$ cat config.mk
export PLATFORM = sky130hd
export DESIGN_NAME = gpio_upper_regs
export DESIGN_NICKNAME = d
export VERILOG_FILES = /design/src/inc/gpio_pkg.sv /design/src/inc/pin_function_if.sv /design/src/rtl/gpio_upper_regs.sv /design/src/rtl/pin_function_decode.sv
export SDC_FILE = /design/constraint.sdc
export NUM_CORES = 1
export LEC_CHECK = 0
export BUFFER_PORTS_ARGS = -buffer_cell sky130_fd_sc_hd__buf_4
export CAP_MARGIN = 20
export CORE_AREA = 2 2 130 120
export CTS_CLUSTER_SIZE = 40
export DETAILED_ROUTE_END_ITERATION = 12
export DIE_AREA = 0 0 132 122
export PLACE_DENSITY = 0.73
export SLEW_MARGIN = 5
export SYNTH_ARGS = -nofsm -noshare
export SYNTH_HDL_FRONTEND = slang
export SYNTH_SLANG_ARGS = --single-unit
$ cat constraint.sdc
create_clock -name clk -period 16.6 [get_ports clk]
set_input_delay 3.32 -clock clk [delete_from_list [all_inputs] [get_ports clk]]
set_output_delay 3.32 -clock clk [all_outputs]
set_load 0.1 [all_outputs]
$ cat src/inc/gpio_pkg.sv
// constants and types for the gpio function, bit-operation and speed registers
package gpio_pkg;
   // bus shape
   localparam int ADDR_W    = 12;
   localparam int DATA_W    = 32;
   localparam int STRB_W    = 4;
   // port shape
   localparam int PIN_N     = 16;
   localparam int UPPER_N   = 8;
   localparam int CODE_W    = 4;
   localparam int FUNC_N    = 8;
   localparam int SPEED_W   = 2;
   // register byte addresses
   localparam logic [ADDR_W-1:0] UPPER_PIN_FUNCTION_SELECT_OFS = 12'h024;
   localparam logic [ADDR_W-1:0] OUTPUT_BIT_CLEAR_OFS          = 12'h028;
   localparam logic [ADDR_W-1:0] OUTPUT_BIT_TOGGLE_OFS         = 12'h02c;
   localparam logic [ADDR_W-1:0] VERY_HIGH_SPEED_FLAGS_OFS     = 12'h03c;
   // reset values
   localparam logic [DATA_W-1:0] UPPER_PIN_FUNCTION_SELECT_RST = 32'h0000_0000;
   localparam logic [PIN_N-1:0]  VERY_HIGH_SPEED_FLAGS_RST     = 16'h0000;
   localparam logic [PIN_N-1:0]  OUTPUT_LEVEL_RST              = 16'h0000;
   localparam logic [DATA_W-1:0] WRITE_ONLY_READ_VALUE         = 32'h0000_0000;
   // pin function codes
   localparam logic [CODE_W-1:0] ALTERNATE_FUNCTION_ZERO       = 4'h0;
   localparam logic [CODE_W-1:0] FIRST_HIGH_FUNCTION_CODE      = 4'h4;
   localparam logic [CODE_W-1:0] FIRST_RESERVED_CODE           = 4'h8;
   // speed field value that lets the very-high-speed flag act
   localparam logic [SPEED_W-1:0] FASTEST_SPEED_FIELD          = 2'h3;
   localparam logic [STRB_W-1:0]  FULL_WORD_STROBE             = 4'hf;
   typedef logic [CODE_W-1:0] pin_function_code_t;
   typedef enum logic [1:0] {
      bus_idle   = 2'b01,
      bus_answer = 2'b10
   } bus_state_t;
endpackage : gpio_pkg

$ cat src/inc/pin_function_if.sv
// carrier between the function register and one pin's function decoder
`timescale 1ns/1ps
interface pin_function_if;
   import gpio_pkg::*;
   pin_function_code_t  code;
   logic                high_allowed;
   logic [FUNC_N-1:0]   enable;
   modport owner   (output code, output high_allowed, input enable);
   modport decoder (input code, input high_allowed, output enable);
endinterface : pin_function_if

$ cat src/rtl/gpio_upper_regs.sv
// function select, bit clear, bit toggle and very-high-speed registers on apb
//
// Our own choice: the APB interface to the registers.
`timescale 1ns/1ps
// Function
// - codes 0000 to 0111 route a pin 8..15 to alternate function 0..7
// - functions 4 to 7 act only on ports that have them
// - pin 15 sits in bits 31:28 down to pin 8 in bits 3:0
// - select, clear and toggle take byte, half-word or word writes; word reads
// - a one written to a clear bit drives that output level bit low
// - a one written to a toggle bit inverts that output level bit
// - a speed flag gives very high speed only while its speed field is 0b11
// - after reset the function register reads zero; enables are all off until the first clock, then all pins on function zero
module gpio_upper_regs #(
   parameter bit HIGH_FUNCTIONS_PRESENT = 1'b1
) (
   // clock and reset
   input  wire logic                                       clk,
   input  wire logic                                       rst,
   // apb slave
   input  wire logic                                       psel,
   input  wire logic                                       penable,
   input  wire logic                                       pwrite,
   input  wire logic [gpio_pkg::ADDR_W-1:0]                paddr,
   input  wire logic [gpio_pkg::DATA_W-1:0]                pwdata,
   input  wire logic [gpio_pkg::STRB_W-1:0]                pstrb,
   output logic      [gpio_pkg::DATA_W-1:0]                prdata,
   output logic                                            pready,
   output logic                                            pslverr,
   // output level from the port's own control register
   input  wire logic                                       level_load,
   input  wire logic [gpio_pkg::PIN_N-1:0]                 level_value,
   output logic      [gpio_pkg::PIN_N-1:0]                 output_level,
   // speed
   input  wire logic [gpio_pkg::PIN_N*gpio_pkg::SPEED_W-1:0] output_speed_field,
   output logic      [gpio_pkg::PIN_N-1:0]                 very_high_speed_active,
   // alternate function enables, eight per upper pin, pin 8 lowest
   output logic      [gpio_pkg::UPPER_N*gpio_pkg::FUNC_N-1:0] pin_function_enable
);
   import gpio_pkg::*;

   bus_state_t                    state;
   bus_state_t                    next_state;
   logic [DATA_W-1:0]             upper_pin_function_select;
   logic [PIN_N-1:0]              very_high_speed_flags;
   logic [DATA_W-1:0]             lane_mask;
   logic                          setup;
   logic                          fire_write;
   logic                          hit_select;
   logic                          hit_clear;
   logic                          hit_toggle;
   logic                          hit_speed;
   logic                          mapped;
   logic [DATA_W-1:0]             read_value;
   logic [DATA_W-1:0]             next_select;
   logic [PIN_N-1:0]              next_speed;
   logic [PIN_N-1:0]              clear_bits;
   logic [PIN_N-1:0]              toggle_bits;
   logic [PIN_N-1:0]              loaded_level;
   logic [PIN_N-1:0]              next_level;
   logic [PIN_N-1:0]              next_fast;
   logic [UPPER_N*FUNC_N-1:0]     next_enable;

   // bus handshake: one answer cycle after every setup
   assign setup      = psel && !penable && (state == bus_idle);
   assign fire_write = psel && penable && pready && pwrite;
   assign next_state = setup ? bus_answer : bus_idle;

   // address decode
   assign hit_select = (paddr == UPPER_PIN_FUNCTION_SELECT_OFS);
   assign hit_clear  = (paddr == OUTPUT_BIT_CLEAR_OFS);
   assign hit_toggle = (paddr == OUTPUT_BIT_TOGGLE_OFS);
   assign hit_speed  = (paddr == VERY_HIGH_SPEED_FLAGS_OFS);
   assign mapped     = hit_select || hit_clear || hit_toggle || hit_speed;

   // byte lanes from the write strobes
   genvar g;
   generate
      for (g = 0; g < STRB_W; g++) begin : g_lane
         assign lane_mask[g*8 +: 8] = {8{pstrb[g]}};
      end
   endgenerate

   // read mux, reads are whole words
   assign read_value = hit_select ? upper_pin_function_select :
                       hit_speed  ? {{(DATA_W-PIN_N){1'b0}}, very_high_speed_flags} :
                       WRITE_ONLY_READ_VALUE;

   // function select with byte, half-word or word writes
   assign next_select = (fire_write && hit_select) ?
                        ((upper_pin_function_select & ~lane_mask) | (pwdata & lane_mask)) :
                        upper_pin_function_select;

   // speed flags take whole-word writes only
   assign next_speed = (fire_write && hit_speed && (pstrb == FULL_WORD_STROBE)) ?
                       pwdata[PIN_N-1:0] : very_high_speed_flags;

   // clear and toggle act on the level in the write cycle and keep nothing
   assign clear_bits   = (fire_write && hit_clear)  ? (pwdata[PIN_N-1:0] & lane_mask[PIN_N-1:0]) : '0;
   assign toggle_bits  = (fire_write && hit_toggle) ? (pwdata[PIN_N-1:0] & lane_mask[PIN_N-1:0]) : '0;
   assign loaded_level = level_load ? level_value : output_level;
   assign next_level   = (loaded_level & ~clear_bits) ^ toggle_bits;

   // per pin speed qualification and per upper pin function decode
   generate
      for (g = 0; g < PIN_N; g++) begin : g_speed
         assign next_fast[g] = very_high_speed_flags[g] &&
                               (output_speed_field[g*SPEED_W +: SPEED_W] == FASTEST_SPEED_FIELD);
      end
      for (g = 0; g < UPPER_N; g++) begin : g_pin
         pin_function_if pf ();
         assign pf.code         = upper_pin_function_select[g*CODE_W +: CODE_W];
         assign pf.high_allowed = HIGH_FUNCTIONS_PRESENT;
         assign next_enable[g*FUNC_N +: FUNC_N] = pf.enable;
         pin_function_decode u_decode (
            .pf (pf.decoder)
         );
      end
   endgenerate

   // bus answer registers
   always_ff @(posedge clk or posedge rst) begin
      if (rst) begin
         state   <= bus_idle;
         pready  <= 1'b0;
         pslverr <= 1'b0;
         prdata  <= '0;
      end else begin
         state   <= next_state;
         pready  <= setup;
         pslverr <= setup && !mapped;
         prdata  <= (setup && !pwrite) ? read_value : '0;
      end
   end

   // stored registers and port outputs
   always_ff @(posedge clk or posedge rst) begin
      if (rst) begin
         upper_pin_function_select <= UPPER_PIN_FUNCTION_SELECT_RST;
         very_high_speed_flags     <= VERY_HIGH_SPEED_FLAGS_RST;
         output_level              <= OUTPUT_LEVEL_RST;
         very_high_speed_active    <= '0;
         pin_function_enable       <= '0;
      end else begin
         upper_pin_function_select <= next_select;
         very_high_speed_flags     <= next_speed;
         output_level              <= next_level;
         very_high_speed_active    <= next_fast;
         pin_function_enable       <= next_enable;
      end
   end
endmodule : gpio_upper_regs

$ cat src/rtl/pin_function_decode.sv
// decodes one pin function code into a one-hot alternate function enable
`timescale 1ns/1ps
module pin_function_decode (
   // code in, enables out
   pin_function_if.decoder pf
);
   import gpio_pkg::*;
   logic                code_reserved;
   logic                code_high;
   logic                code_usable;
   logic [FUNC_N-1:0]   one_hot;
   assign code_reserved = (pf.code >= FIRST_RESERVED_CODE);
   assign code_high     = (pf.code >= FIRST_HIGH_FUNCTION_CODE);
   assign code_usable   = !code_reserved && (!code_high || pf.high_allowed);
   assign one_hot       = FUNC_N'(1) << pf.code[2:0];
   assign pf.enable     = code_usable ? one_hot : '0;
endmodule : pin_function_decode

==> impl_metrics.env <==
export IMPL_status="finished clean"
export IMPL_yosys_top_cells_area="dfrtp_1 67%, mux2_2 6.4%, mux2i_1 2.4%"
export IMPL_rows=43
export IMPL_crit_buf_inv=1
export IMPL_fin_setup_tns_ns=0
export IMPL_hold_path_cell_count=1
export IMPL_period_needed_ns=4.69
export IMPL_synth_seq_cells=179
export IMPL_grt_use_total=0.201
export IMPL_place_hpwl_um=11300
export IMPL_ff2ff_setup_slack_ns=14.67
export IMPL_synthesis_nets=568
export IMPL_fillCellCount=1138
export IMPL_start_util=0.446
export IMPL_hold_path_class="reg2reg"
export IMPL_hold_buffers=0
export IMPL_relSlewSlack=0.372
export IMPL_crit_start="paddr[9]"
export IMPL_n_antenna_cell=0
export IMPL_crit_path_start_kind="primary input"
export IMPL_grt_max_degree=111
export IMPL_critical_path_max_stage_delay_ns=0.57
export IMPL_cp_cell_sequence="buf_4 -> nor4_4 -> and4_2 -> and4_1 -> a31o_2"
export IMPL_worstMarginPinSlew_ns=0.942
export IMPL_clk_latency_ns=0.43
export IMPL_worst_setup_path_type="in2reg"
export IMPL_report_final_slew_viol_count=0
export IMPL_clk_root_buffer_cell="clkbuf_16"
export IMPL_layout_nets=806
export IMPL_min_period_over_period=0.283
export IMPL_drive_gt1_frac=0.478
export IMPL_wl_um=15800
export IMPL_coreArea_um2=14900
export IMPL_grt_pass1_wl_um=24700
export IMPL_cts_resized=0
export IMPL_die_area_um2=16100
export IMPL_worstReg2RegStart="pready$_DFF_PP0_"
export IMPL_ant_nets=0
export IMPL_ff2ff_path_depth=4
export IMPL_cts_sinks=179
export IMPL_cts_tree="done"
export IMPL_synth_most_common_cell="dfrtp_1"
export IMPL_yosys_area_top_type="dfrtp_1"
export IMPL_synth_edf_count=0
export IMPL_synth_cell_types=33
export IMPL_p_per_area_nw_per_um2=102
export IMPL_cts_reportedPaths_clkPinSlew_ns=0.06
export IMPL_die_height_um=122
export IMPL_vias=4719
export IMPL_wire_per_inst_um=17.2
export IMPL_crit_required_ns=16.97
export IMPL_ys_warn_count=0
export IMPL_max_freq_ghz=0.213
export IMPL_antenna_found_initial=0
export IMPL_synthTopCellsByCount="178 x dfrtp_1, 38 x mux2_2, 32 x nor3_1"
export IMPL_crit_cells=5
export IMPL_syn_instance_count=466
export IMPL_cts_made_buffers=17
export IMPL_yosysSeqAreaShare=0.673
export IMPL_io_buffers=231
export IMPL_crit_slowest_cell="and4_2"
export IMPL_place_gp_congestion=0.834
export IMPL_cp_top_family="simple AND/OR/NAND/NOR gates"
export IMPL_clockBufferDepth=2
export IMPL_grt_pass1_vias=4710
export IMPL_rsz0062_at_grt="false"
export IMPL_yosysTopAreaCellShare=0.669
export IMPL_ys_flop_type="dfrtp_1"
export IMPL_ioPinCount=232
export IMPL_fin_cells=919
export IMPL_critPathMaxFanout=18
export IMPL_areaGrowthSynthToFinish_pct=38.6
export IMPL_cp_end_kind="flop"
export IMPL_setup_violations_final=0
export IMPL_clock_skew_ns=0.00960
export IMPL_dp_cells=886
export IMPL_drt_first_iter_violations=227
export IMPL_final_hold_viol_count=0
export IMPL_dr_pass1_iters=5
export IMPL_cap_viol_max_count=0
export IMPL_postCtsSetupBuffers=0
export IMPL_hp_start="very_high_speed_flags[1]$_DFFE_PP0P_"
export IMPL_synthArstFlopShare=1.00
export IMPL_overflow=0
export IMPL_synth_area_per_cell_um2=14.3
export IMPL_arrival_ns=5.06
export IMPL_cts_max_level=4
export IMPL_syn_area_um2=6650
export IMPL_die_w_um=132
export IMPL_p_leak_nw=4.84
export IMPL_ir_worst_vdd_mv=0.0629
export IMPL_viasPerCell=5.13
export IMPL_drc=0
-- worst register-to-register path, cell delays in order (launching register included) --
cell and delay [ns]:
dfrtp_1 0.39, nand4_1 0.20, nor2_1 0.39, nand4_2 0.42, mux2_2 0.42
-- power by group --
group | switching (mW) | internal, mW | leakage, nW | total (mW)
combinational | 0.0563 | 0.0282 | 2.11 | 0.0845
clock | 0.177 | 0.240 | 0.308 | 0.417
sequential | 0.00265 | 0.441 | 2.42 | 0.443
total | 0.236 | 0.709 | 4.84 | 0.945
-- cell usage in the layout (no fill, tap or decap), types with 2 or more instances in the layout --
cell type  instances
a22o_1            16
a31o_2            16
a31oi_1           16
and2_1            18
and3_1            16
and4_1             4
and4_2             2
buf_4            234
bufinv_16          2
clkbuf_16         17
clkbuf_8           3
dfrtp_1          178
inv_1              2
inv_6              4
inv_8              4
mux2_2            38
mux2_4            10
mux2i_1           16
nand2_1            8
nand2b_1          24
nand4_1            2
nand4_2            4
nor2_1            28
nor3_1            32
nor4_1             8
nor4_4             3
-- metrics by stage --
step	utilization	hold WS, ns	worst slack (ns)	area [µm²]	power (mW)
after floorplan	-	0.476	8.42	6650	0.502
after global placement	0.576	0.502	11.40	8580	0.535
after detailed placement	0.576	0.519	11.33	8580	0.536
after CTS	0.618	0.530	11.78	9210	0.955
after global routing	0.619	0.568	11.73	9220	0.978
final	0.619	0.527	11.91	9220	0.945
-- kinds of logic after synthesis --
family / Yosys count / share of synthesized area
flops: 179 / 0.673
compound gates: 49 / 0.0579
buf+inv: 19 / 0.0147
mux: 64 / 0.111
fa+ha+maj: 1 / 0.00150
simple gates: 154 / 0.142
-- final timing paths --
kind                                                          end
worst max-delay path                    output_level[9]$_DFF_PP0_
worst min-delay path                          prdata[1]$_DFF_PP0_
worst max register to register                               flop
worst min register to register                prdata[1]$_DFF_PP0_
max in group asynchronous       pin_function_enable[43]$_DFF_PP0_
min in group asynchronous       pin_function_enable[13]$_DFF_PP0_
-- final cells by class --
| type | count | area [µm²] | share of cell area |
|---|---|---|---|
| clock buffer | 20 | 467 | 0.0506 |
| multi-input combinational | 268 | 2080 | 0.225 |
| tap | 202 | 253 | 0.0274 |
| clock inverter | 12 | 160 | 0.0174 |
| inverter | 3 | 16.3 | 0.00176 |
| timing repair buffer | 235 | 1770 | 0.192 |
| sequential | 179 | 4480 | 0.486 |
-- layer usage --
metal	global-route usage	vias to the layer above	wire, µm
met5	0	-	0
met1	0.254	2354	6740
li1	-	2161	-
met2	0.333	189	7890
met4	0.0686	0	183
met3	0.0620	15	1000
Note: power is estimated with default switching activity, not from simulation.
